**config.mk**
```make
export PLATFORM = sky130hd
export DESIGN_NAME = dso_output_stage
export DESIGN_NICKNAME = d
export VERILOG_FILES = /design/src/dso_pkg.sv /design/src/dso_sync.sv /design/src/dso_pulse_filter.sv /design/src/dso_output_stage.sv
export VERILOG_INCLUDE_DIRS = /design/src
export SDC_FILE = /design/constraint.sdc
export NUM_CORES = 1
export LEC_CHECK = 0
export ABC_AREA = 0
export BUFFER_PORTS_ARGS = -buffer_cell sky130_fd_sc_hd__buf_4
export CAP_MARGIN = 30
export CORE_ASPECT_RATIO = 2
export CORE_MARGIN = 2
export CORE_UTILIZATION = 55
export CTS_BUF_LIST = sky130_fd_sc_hd__clkbuf_4 sky130_fd_sc_hd__clkbuf_8
export CTS_CLUSTER_SIZE = 14
export DETAILED_ROUTE_END_ITERATION = 10
export PLACE_DENSITY = 0.81
export SLEW_MARGIN = 30
export SYNTH_ARGS = -nofsm -noshare
export SYNTH_HDL_FRONTEND = slang
export SYNTH_HIERARCHICAL = 1
export SYNTH_SLANG_ARGS = --single-unit
```
**constraint.sdc**
```tcl
create_clock -name i_clk -period 5.57 [get_ports i_clk]
set_input_delay 0.557 -clock i_clk [delete_from_list [all_inputs] [get_ports i_clk]]
set_output_delay 0.557 -clock i_clk [all_outputs]
set_load 0.005 [all_outputs]
```
**src/dso_consts.svh**
```systemverilog
/*
 Constants for the deserializer output stage: register offsets, field
 positions, strap pin positions on the pixel bus and timing counts.
 Assumes the includer is compiled after this file, on a 25 MHz clock.
*/
`ifndef DSO_CONSTS_SVH
`define DSO_CONSTS_SVH

// ****************
// Register map
// ****************
`define DSO_ADDR_W        8
`define DSO_ADDR_CTRL     8'h00
`define DSO_ADDR_CFG      8'h04
`define DSO_ADDR_STATUS   8'h08
`define DSO_ADDR_STRAP    8'h0C
`define DSO_CTRL_RELEASE  0
`define DSO_ST_LOCK       0
`define DSO_ST_PASS       1
`define DSO_ST_OVR        2
`define DSO_ST_FSM_LSB    4
`define DSO_CFG_W         21

// ****************
// Modes and timing
// ****************
`define DSO_MODE_FILT     2'h1
`define DSO_CLK_NS        40
`define DSO_SETTLE_NS     400
`define DSO_SETTLE_CYC    ((`DSO_SETTLE_NS + `DSO_CLK_NS - 1) / `DSO_CLK_NS)
`define DSO_WAIT_W        4
`define DSO_FILT_MIN      3
`define DSO_FILT_W        2
`define DSO_SYNC_W        57

// ****************
// Strap positions: blue 0..7, green 8..15, red 16..23
// ****************
`define DSO_PIN_MODE1     6
`define DSO_PIN_MODE0     7
`define DSO_PIN_EQ3       15
`define DSO_PIN_EQ2       14
`define DSO_PIN_EQ1       13
`define DSO_PIN_EQ0       12
`define DSO_PIN_LF        4
`define DSO_PIN_MAP1      17
`define DSO_PIN_MAP0      16
`define DSO_PIN_OSDATA    3
`define DSO_PIN_OSC2      10
`define DSO_PIN_OSC1      9
`define DSO_PIN_OSC0      8
`define DSO_PIN_OSPCLK    5
`define DSO_PIN_OSS       2
`define DSO_PIN_RFB       1
`define DSO_PIN_SSC3      22
`define DSO_PIN_SSC2      21
`define DSO_PIN_SSC1      20
`define DSO_PIN_SSC0      19

`endif

```
**src/dso_pkg.sv**
```systemverilog
/*
 Types of the deserializer output stage: states and configuration word.
 Assumes dso_consts.svh is on the include path.
*/
`include "dso_consts.svh"

package dso_pkg;

	typedef enum logic [3:0] {
		ST_OFF    = 4'h1,
		ST_SAMPLE = 4'h2,
		ST_RUN    = 4'h4,
		ST_SLEEP  = 4'h8
	} dso_fsm_t;

	// Field order fixes the CFG register layout, msb first
	typedef struct packed {
		logic       strobe_edge_select;
		logic       oss;
		logic       ospclk;
		logic [2:0] osc;
		logic       osdata;
		logic       oplow;
		logic [1:0] map;
		logic       lf;
		logic [3:0] eq;
		logic [3:0] ssc;
		logic [1:0] mode;
	} dso_cfg_t;

endpackage

```
**src/dso_sync.sv**
```systemverilog
/*
 Two-flop synchroniser for a vector of unrelated levels.
 Assumes each bit is a slow level or is re-qualified downstream.
*/
`timescale 1ns/1ps
`default_nettype none

module dso_sync #(
	parameter int W = 1
) (
	input  wire logic         i_clk,
	input  wire logic         i_sys_rst,
	input  wire logic [W-1:0] i_d,
	output var  logic [W-1:0] o_q
);

	logic [W-1:0] meta_q;

	always_ff @(posedge i_clk or posedge i_sys_rst) begin
		if (i_sys_rst) begin
			meta_q <= '0;
			o_q    <= '0;
		end else begin
			meta_q <= i_d;
			o_q    <= meta_q;
		end
	end

endmodule
`default_nettype wire

```
**src/dso_pulse_filter.sv**
```systemverilog
/*
 Minimum-width filter for one video control signal.
 Assumes i_tick is a one-cycle pixel clock edge strobe on i_clk.
*/
`timescale 1ns/1ps
`default_nettype none
`include "dso_consts.svh"

module dso_pulse_filter (
	input  wire logic i_clk,
	input  wire logic i_sys_rst,
	input  wire logic i_tick,
	input  wire logic i_en,
	input  wire logic i_in,
	output var  logic o_out
);

	typedef struct packed {
		logic                   out;
		logic [`DSO_FILT_W-1:0] cnt;
	} dso_filt_t;

	dso_filt_t s, n;

	always_comb begin
		n = s;
		if (i_tick) begin
			if (!i_en) begin
				n.out = i_in;
				n.cnt = '0;
			end else if (i_in == s.out) begin
				n.cnt = '0;
			end else if (s.cnt == `DSO_FILT_W'(`DSO_FILT_MIN - 1)) begin
				n.out = i_in;
				n.cnt = '0;
			end else begin
				n.cnt = s.cnt + `DSO_FILT_W'(1);
			end
		end
	end

	always_ff @(posedge i_clk or posedge i_sys_rst) begin
		if (i_sys_rst) begin
			s <= '0;
		end else begin
			s <= n;
		end
	end

	assign o_out = s.out;
endmodule
`default_nettype wire

```
**src/dso_output_stage.sv**
```systemverilog
/*
 Parallel video output stage and power-up strap configuration of a serial
 link deserializer, with a plain register port.
 Assumes the receiver supplies recovered pixel clock, data, lock, self-test
 enable and error levels from outside this clock; pins resolved by the bench.
*/
// Notes on behaviour
// - Locked: lock high, video outputs driven.
// - Unlocked: lock low, outputs per sleep select.
// - Self-test pass high until payload error.
// - Power-down: outputs follow sleep select.
// - Outputs launched against selected pixel clock edge.
// - Straps sampled at power-up, pins then outputs.
// - Mode: 00/01 filter off/on, 10/11 legacy.
// - Low-freq select counts only with spreading on.
// - Hold-low keeps outputs low until released.
// - Without hold-low, outputs run once locked.
// - Before power-up, parallel outputs high-impedance.
// - Every strap setting overridable by register.
// - Filter drops hsync/enable pulses under 3.
// - Strobe select 1 rising, 0 falling edge.
// - Power-down holds control registers in reset.
`timescale 1ns/1ps
`default_nettype none
`include "dso_consts.svh"

module dso_output_stage
	import dso_pkg::*;
(
	input  wire logic                   i_clk,
	input  wire logic                   i_sys_rst,
	input  wire logic                   i_power_down_n,
	input  wire logic                   i_pll_lock,
	input  wire logic                   i_builtin_selftest_en,
	input  wire logic                   i_builtin_selftest_err,
	input  wire logic                   i_rx_pclk,
	input  wire logic [23:0]            i_rx_rgb,
	input  wire logic                   i_rx_hs,
	input  wire logic                   i_rx_vs,
	input  wire logic                   i_rx_de,
	input  wire logic [23:0]            i_rgb_pin,
	output var  logic [23:0]            o_rgb,
	output var  logic                   o_rgb_oe,
	output var  logic                   o_hs,
	output var  logic                   o_vs,
	output var  logic                   o_de,
	output var  logic                   o_pclk,
	output var  logic                   o_ctl_oe,
	output var  logic                   o_lock,
	input  wire logic                   i_pass_pin,
	output var  logic                   o_pass,
	output var  logic                   o_pass_oe,
	input  wire logic [`DSO_ADDR_W-1:0] i_reg_addr,
	input  wire logic [31:0]            i_reg_wdata,
	input  wire logic                   i_reg_wr,
	input  wire logic                   i_reg_rd,
	output var  logic [31:0]            o_reg_rdata,
	output var  logic [3:0]             o_rx_equalization_level,
	output var  logic [2:0]             o_oscillator_select,
	output var  logic                   o_data_slew_select,
	output var  logic                   o_clock_slew_select,
	output var  logic [3:0]             o_spread_spectrum_range,
	output var  logic                   o_spread_low_freq_select,
	output var  logic [1:0]             o_map_select,
	output var  logic [1:0]             o_link_mode
);

	// ****************
	// State
	// ****************
	typedef struct packed {
		dso_fsm_t               st;
		logic [`DSO_WAIT_W-1:0] wait_cnt;
		dso_cfg_t               strap;
		dso_cfg_t               ovr_val;
		logic                   ovr;
		logic                   release_hold;
		logic                   pclk_prev;
		logic [23:0]            cap_rgb;
		logic                   cap_vs;
		logic [23:0]            rgb;
		logic                   hs;
		logic                   vs;
		logic                   de;
		logic                   pclk;
		logic                   ctl_oe;
		logic                   rgb_oe;
		logic                   lock;
		logic                   pass;
		logic                   pass_oe;
		logic [31:0]            rdata;
	} dso_regs_t;

	localparam dso_regs_t RST = '{st: ST_OFF, pass: 1'h1, default: '0};

	dso_regs_t s, n;

	// ****************
	// Pin synchronisers
	// ****************
	logic [`DSO_SYNC_W-1:0] sy;
	logic        pd_s, pll_s, builtin_selftest_s, err_s, pclk_s, hs_s, vs_s, de_s, pass_pin_s;
	logic [23:0] rx_rgb_s, pin_rgb_s;

	dso_sync #(.W(`DSO_SYNC_W)) u_sync (
		.i_clk     (i_clk),
		.i_sys_rst (i_sys_rst),
		.i_d       ({i_power_down_n, i_pll_lock, i_builtin_selftest_en, i_builtin_selftest_err,
		             i_rx_pclk, i_rx_hs, i_rx_vs, i_rx_de, i_rx_rgb, i_rgb_pin, i_pass_pin}),
		.o_q       (sy)
	);

	assign {pd_s, pll_s, builtin_selftest_s, err_s, pclk_s, hs_s, vs_s, de_s, rx_rgb_s, pin_rgb_s, pass_pin_s} = sy;

	// ****************
	// Strap decode
	// ****************
	function automatic dso_cfg_t strap_of(input logic [23:0] p, input logic pass_pin);
		dso_cfg_t c;
		c.mode   = {p[`DSO_PIN_MODE1], p[`DSO_PIN_MODE0]};
		c.eq     = {p[`DSO_PIN_EQ3], p[`DSO_PIN_EQ2], p[`DSO_PIN_EQ1], p[`DSO_PIN_EQ0]};
		c.lf     = p[`DSO_PIN_LF];
		c.map    = {p[`DSO_PIN_MAP1], p[`DSO_PIN_MAP0]};
		c.oplow  = pass_pin;
		c.osdata = p[`DSO_PIN_OSDATA];
		c.osc    = {p[`DSO_PIN_OSC2], p[`DSO_PIN_OSC1], p[`DSO_PIN_OSC0]};
		c.ospclk = p[`DSO_PIN_OSPCLK];
		c.oss    = p[`DSO_PIN_OSS];
		c.strobe_edge_select    = p[`DSO_PIN_RFB];
		c.ssc    = {p[`DSO_PIN_SSC3], p[`DSO_PIN_SSC2], p[`DSO_PIN_SSC1], p[`DSO_PIN_SSC0]};
		return c;
	endfunction

	// ****************
	// Effective configuration
	// ****************
	dso_cfg_t cfg;
	logic     rise, fall, launch, spread_on, hs_f, de_f;

	assign cfg       = s.ovr ? s.ovr_val : s.strap;
	assign spread_on = |cfg.ssc;
	assign rise      = pclk_s & ~s.pclk_prev;
	assign fall      = ~pclk_s & s.pclk_prev;
	// Data moves on the edge opposite the strobe, so it is settled when sampled
	assign launch    = cfg.strobe_edge_select ? fall : rise;

	assign o_rx_equalization_level  = cfg.eq;
	assign o_oscillator_select      = cfg.osc;
	assign o_data_slew_select       = cfg.osdata;
	assign o_clock_slew_select      = cfg.ospclk;
	assign o_spread_spectrum_range  = cfg.ssc;
	assign o_spread_low_freq_select = spread_on & cfg.lf;
	assign o_map_select             = cfg.map;
	assign o_link_mode              = cfg.mode;

	// ****************
	// Control signal filters
	// ****************
	dso_pulse_filter u_filt_hs (
		.i_clk     (i_clk),
		.i_sys_rst (i_sys_rst),
		.i_tick    (rise),
		.i_en      (cfg.mode == `DSO_MODE_FILT),
		.i_in      (hs_s),
		.o_out     (hs_f)
	);

	dso_pulse_filter u_filt_de (
		.i_clk     (i_clk),
		.i_sys_rst (i_sys_rst),
		.i_tick    (rise),
		.i_en      (cfg.mode == `DSO_MODE_FILT),
		.i_in      (de_s),
		.o_out     (de_f)
	);

	// ****************
	// Next state
	// ****************
	always_comb begin
		n = s;
		n.pclk_prev = pclk_s;

		case (s.st)
			ST_OFF, ST_SLEEP: begin
				if (pd_s) begin
					n.st       = ST_SAMPLE;
					n.wait_cnt = '0;
				end
			end
			ST_SAMPLE: begin
				if (!pd_s) begin
					n.st = ST_OFF;
				end else if (s.wait_cnt == `DSO_WAIT_W'(`DSO_SETTLE_CYC - 1)) begin
					n.strap = strap_of(pin_rgb_s, pass_pin_s);
					n.st    = ST_RUN;
				end else begin
					n.wait_cnt = s.wait_cnt + `DSO_WAIT_W'(1);
				end
			end
			ST_RUN: begin
				if (!pd_s) begin
					n.st = ST_SLEEP;
				end
			end
			default: begin
				n.st = ST_OFF;
			end
		endcase

		// Register writes; power-down wipes software control
		if (!pd_s) begin
			n.ovr          = 1'h0;
			n.release_hold = 1'h0;
		end else if (i_reg_wr) begin
			case (i_reg_addr)
				`DSO_ADDR_CTRL: begin
					n.release_hold = i_reg_wdata[`DSO_CTRL_RELEASE];
				end
				`DSO_ADDR_CFG: begin
					n.ovr_val = dso_cfg_t'(i_reg_wdata[`DSO_CFG_W-1:0]);
					n.ovr     = 1'h1;
				end
				default: begin
				end
			endcase
		end

		// Register reads, answered in the following cycle
		n.rdata = 32'h0000_0000;
		if (i_reg_rd) begin
			case (i_reg_addr)
				`DSO_ADDR_CTRL: begin
					n.rdata[`DSO_CTRL_RELEASE] = s.release_hold;
				end
				`DSO_ADDR_CFG: begin
					n.rdata[`DSO_CFG_W-1:0] = cfg;
				end
				`DSO_ADDR_STATUS: begin
					n.rdata[`DSO_ST_LOCK]                     = s.lock;
					n.rdata[`DSO_ST_PASS]                     = s.pass;
					n.rdata[`DSO_ST_OVR]                      = s.ovr;
					n.rdata[`DSO_ST_FSM_LSB+3:`DSO_ST_FSM_LSB] = s.st;
				end
				`DSO_ADDR_STRAP: begin
					n.rdata[`DSO_CFG_W-1:0] = s.strap;
				end
				default: begin
				end
			endcase
		end

		// Capture recovered pixel on link clock rising edge
		if (rise) begin
			n.cap_rgb = rx_rgb_s;
			n.cap_vs  = vs_s;
		end

		n.lock = (s.st == ST_RUN) && pll_s;

		// Self-test verdict; errors only count while enabled
		if (!builtin_selftest_s) begin
			n.pass = 1'h1;
		end else if (err_s && rise) begin
			n.pass = 1'h0;
		end
		// Pass pin doubles as a strap, so it stays an input until sampled
		n.pass_oe = (s.st == ST_RUN);

		// Output pins
		n.rgb_oe = 1'h0;
		n.ctl_oe = 1'h0;
		if (s.st == ST_SLEEP || (s.st == ST_RUN && !pll_s)) begin
			n.rgb_oe                          = !cfg.oss;
			n.ctl_oe                          = !cfg.oss;
			{n.rgb, n.hs, n.vs, n.de, n.pclk} = '0;
		end else if (s.st == ST_RUN && cfg.oplow && !s.release_hold) begin
			// Sleep select ignored here, hold-low owns the pins
			n.rgb_oe                          = 1'h1;
			n.ctl_oe                          = 1'h1;
			{n.rgb, n.hs, n.vs, n.de, n.pclk} = '0;
		end else if (s.st == ST_RUN) begin
			n.rgb_oe = 1'h1;
			n.ctl_oe = 1'h1;
			n.pclk   = pclk_s;
			if (launch) begin
				n.rgb = s.cap_rgb;
				n.hs  = hs_f;
				n.vs  = s.cap_vs;
				n.de  = de_f;
			end
		end
	end

	always_ff @(posedge i_clk or posedge i_sys_rst) begin
		if (i_sys_rst) begin
			s <= RST;
		end else begin
			s <= n;
		end
	end

	// ****************
	// Outputs
	// ****************
	assign o_rgb       = s.rgb;
	assign o_rgb_oe    = s.rgb_oe;
	assign o_hs        = s.hs;
	assign o_vs        = s.vs;
	assign o_de        = s.de;
	assign o_pclk      = s.pclk;
	assign o_ctl_oe    = s.ctl_oe;
	assign o_lock      = s.lock;
	assign o_pass      = s.pass;
	assign o_pass_oe   = s.pass_oe;
	assign o_reg_rdata = s.rdata;
endmodule
`default_nettype wire

```
-- After elaboration in Yosys (flattened, before gate mapping)
Cells that the tools add are included.
- muxes and demuxes: 37
- equal/unequal tests: 26
- add/sub/neg operators: 3
- reductions and logical operators: 24
- bitwise operators: 5
- operators with widths (operator ; count):
    2-to-1 mux 30 bit ; 3
    2-to-1 mux 21 bit ; 3
    2-to-1 mux 27 bit ; 1
    one-hot mux 13 bit (2 select lines) ; 1
    2-to-1 mux 25 bit ; 1
    one-hot mux 4 bit (3 select lines) ; 2
    inequality test 2 bit, second input constant ; 10
    == test 8 x 4 -> 1 bit, second input constant ; 2
    2-to-1 mux 4 bit ; 4
    AND reduction 3 bit ; 5
    2-to-1 mux 2 bit ; 6
    2-to-1 mux 1 bit ; 9
    == test 4 bit, second input constant ; 2
    == test 8 x 3 -> 1 bit, second input constant ; 1
    zero test 8 bit ; 1
    2-to-1 mux 8 bit ; 1
    one-hot mux 4 bit (2 select lines) ; 1
    2-to-1 mux 3 bit ; 2
    one-hot mux 2 bit (3 select lines) ; 1
    AND reduction 2 bit ; 3
    nonzero test 3 bit ; 2
    logical AND 1 bit ; 5
    adder 2 x 1 -> 2 bit, second input constant ; 2
    adder 4 x 1 -> 4 bit, second input constant ; 1
    18 further kinds ; 26
- bits in registers: 252
- input port bits: 101
- word-level logic and storage cells: 141

-- Depth between registers and ports, before layout
- word-level depth: 7
- mapped depth: 7
- mapped depth without buffers: 6

-- Cells and area by module
Netlist, hierarchy kept.
- by module, submodules not included (module ; cells an instance ; instances ; area each (um2) ; seq. area each (um2)):
    dso_output_stage ; 470 ; 1 ; 5990.7 ; 3280.6
    dso_sync ; 115 ; 1 ; 2856.5 ; 2852.7
    dso_pulse_filter ; 13 ; 2 ; 150.1 ; 75.1

-- Worst setup path after synthesis
OpenSTA, ideal clock, no wires.
- path type: in2reg
- start point: input port i_reg_addr[5]
- end point: register s[102] (netlist name)
- cell stages on the path: 6
- arrival time: 2.041 ns
- setup time: 0.127 ns
- path slack: 3.401 ns
- path buffers: 2
- path through: or4_4 > nor3_4 > and4_1 > buf_4 > buf_8 > mux2_1
- cells in the longest elaborated chain, start to end: 2
- ends and longest elaborated chain (what ; RTL line ; source):
    start, declared ; dso_output_stage.sv:53 ; input wire logic [`DSO_ADDR_W-1:0] i_reg_addr,
    == test 8 x 3 -> 1 bit ; dso_output_stage.sv:216 ; case (i_reg_addr)
    AND reduction 3 bit (no source line) ; n/a ;
    end signal, assigned ; dso_output_stage.sv:299 ; s <= n;
    end, declared ; dso_output_stage.sv:96 ; dso_regs_t s, n;
No other way between the ends.
A chain may end at the register's enable or synchronous reset.

-- Final worst setup path
- start point: register s[92] (netlist name)
- end point: output port o_spread_low_freq_select
- cells in the longest elaborated chain, start to end: 3
- ends and longest elaborated chain (what ; RTL line ; source):
    2-to-1 mux 21 bit (*) ; dso_output_stage.sv:140 ; assign cfg = s.ovr ? s.ovr_val : s.strap;
    OR reduction 4 bit ; dso_output_stage.sv:141 ; assign spread_on = |cfg.ssc;
    AND 1 bit (*) ; dso_output_stage.sv:152 ; assign o_spread_low_freq_select = spread_on & cfg.lf;
    end, declared ; dso_output_stage.sv:63 ; output var logic o_spread_low_freq_select,
Every way passes the cells marked *; elsewhere a longest branch is shown, timed or not.

==> results.md <==
- Tcrit/Tclk final: 44.6%
- Largest net degree at the start of global routing: 70
- Die area: 17,400 um^2
- # DRC: 0
- Unrepaired setup endpoints after global routing: false
- Post-CTS Setup Bufs: 0
- Final wirelength: 15,700 um
- Actual slew at the worst max-slew pin: 0.845 ns
- Core area: 16,100 um^2
- Final Setup Violations: 0
- Skew final: 0.0167 ns
- Reg clk slew, reported paths: 0.07 ns
- Antenna diode count: 0
- Max-cap violations: 0
- Avg Inst Size Synth: 14.8 um^2
- Row cnt: 66
- Leak pwr: 5.29 nW
- Clock Tree Root: clkbuf_8
- Synth Cell Area: 8950 um^2
- Placer Congestion: 0.723
- Critical path endpoint category: output pin
- Max transition margin: 43.7%
- Post-DP HPWL: 10,300 um
- Number of DRC markers in iteration 0: 178
- Status: finished, final reports clean
- # nets final: 830
- GRT Residual Overflow: 0
- DR WL/cell: 16.5 um
- Pwr Density: 329 nW/um^2
- Syn Inst Count: 603
- Later-pin clock latency in the skew report: 0.54 ns
- Post-CTS Hold Fix Bufs: 1
- CP max stage delay: 0.38 ns
- Fmax: 403 MHz
- CTS tree: done
- Most frequent cells in the layout: 241 x dfrtp_1, 162 x buf_4, 64 x mux2_2
- Most common cell after layout, fill and taps aside: dfrtp_1
- Yosys warns: 6
- Min-delay worst type: in2reg
- CTS Buf Count: 31
- Max clock buf depth: 3
- H-tree Lvls: 1
- Via Count: 4,902
- Detail Route Antenna Nets: 0
- Required @ worst endpoint: 5.01 ns
- VDD IR max: 0.225 mV
- Die span in y: 184 um
- CP Class: reg2out
- Final Core Density: 66.0%
- Cells along the critical path: buf_4 -> mux2i_1 -> a41oi_1 -> buf_4
- Critical Path AT: 1.93 ns
- I/O Pins: 184
- Slew Limit Fails: 0
- GRT Util Overall: 19.1%
- Area growth syn-to-layout: 18.8%
- First-pass DRT Iterations: 4
- Fin Setup TNS: 0 ns
- Buffer and inverter count on the worst path: 2
- Worst path most repeated cell: buf_4
- Routed vias/inst: 5.14
- Die W: 94.2 um
- Vias in the first global route: 5,215
- Worst Path Max Fanout: 24
- Fraction of layout cells with a size suffix above 1: 41.2%
- # port buffers: 157
- CTS sink count: 243
- Initial core utilization: 55.6%
- Cell family with most CP delay: buffers and inverters
- Final-layout fill cell count: 1,181
- Final Power: 3.49 mW
- Crit-path slowest cell: mux2i_1
- Resize count post-CTS: 0
- Setup crit start kind: flop
- Initial antenna violation count: 0
- Hold Violations, Final: 0
- First-pass GRT wire length: 26,000 um
- Crit path time final: 2.48 ns
## layer usage
layer  global-route usage, %  vias up  part of all wire [%]
met5                       0        -                     0
met4                    5.51        0                   1.7
met1                    25.7     2487                    40
met3                    3.15       24                   6.0
li1                        -     2231                     -
met2                    32.1      160                    53
## sequential cells by signal, summed over array words and instances, names as in the netlist, 2 cells and up
register       count
o_reg_rdata       21
u_sync/meta_q     53
o_rgb             24
u_sync/o_q        53
u_filt_de/s        2
u_filt_hs/s        2
s                 78
## layout make-up
type | instances | area [um^2] | area share (%)
flip-flops and latches | 243 | 6080 | 57.3
multi-input cells | 271 | 2270 | 21.3
repair buffers | 164 | 1250 | 11.8
clock buffers | 47 | 578 | 5.44
well taps | 204 | 255 | 2.40
clock inverters | 9 | 120 | 1.13
inverters | 16 | 67.6 | 0.636
## final timing paths
| path | slack, ns | startpoint | cells after the start | to |
|---|---|---|---|---|
| setup / recovery | 3.09 | s[92]$_DFFE_PP0P_ | 4 | o_spread_low_freq_select |
| setup reg to reg | 3.31 | s[142]$_DFFE_PP0P_ | 3 | s[133]$_DFFE_PP0P_ |
| hold reg to reg | 0.34 | u_sync/meta_q[52]$_DFF_PP0_ | 0 | u_sync/o_q[52]$_DFF_PP0_ |
| hold / removal | 0.12 | i_rgb_pin[15] | 1 | u_sync/meta_q[16]$_DFF_PP0_ |
| max in group asynchronous | 3.64 | i_sys_rst | 4 | s[106]$_DFFE_PP0P_ |
| min in group asynchronous | 0.49 | i_sys_rst | 3 | u_filt_de/s[0]$_DFFE_PP0P_ |
## where the power goes
part | switching [mW] | total [mW] | internal, mW
Combinational | 0.0883 | 0.189 | 0.101
Sequential | 0.0576 | 1.91 | 1.85
Clock | 0.596 | 1.40 | 0.802
Total | 0.742 | 3.49 | 2.75
## worst register-to-register path: cells and delay by family (launching register included)
| kind | cells | cell delay, ns |
|---|---|---|
| flops | 1 | 0.50 |
| mux | 1 | 0.48 |
| simple gates | 2 | 1.15 |
## stage by stage
| stage | hold WS, ns | setup WS (ns) | instance area (um^2) | cells |
|---|---|---|---|---|
| 2_1_floorplan | 0.311 | 1.52 | 8980 | 613 |
| 3_3_place_gp | 0.332 | 2.87 | 9880 | 896 |
| 3_5_place_dp | 0.335 | 3.03 | 9890 | 896 |
| 4_1_cts | 0.0869 | 3.05 | 10600 | 953 |
| 5_1_grt | 0.0755 | 2.94 | 10600 | 954 |
| 6_report | 0.125 | 3.09 | 10600 | 954 |
Power figures use the tool's default switching activity.
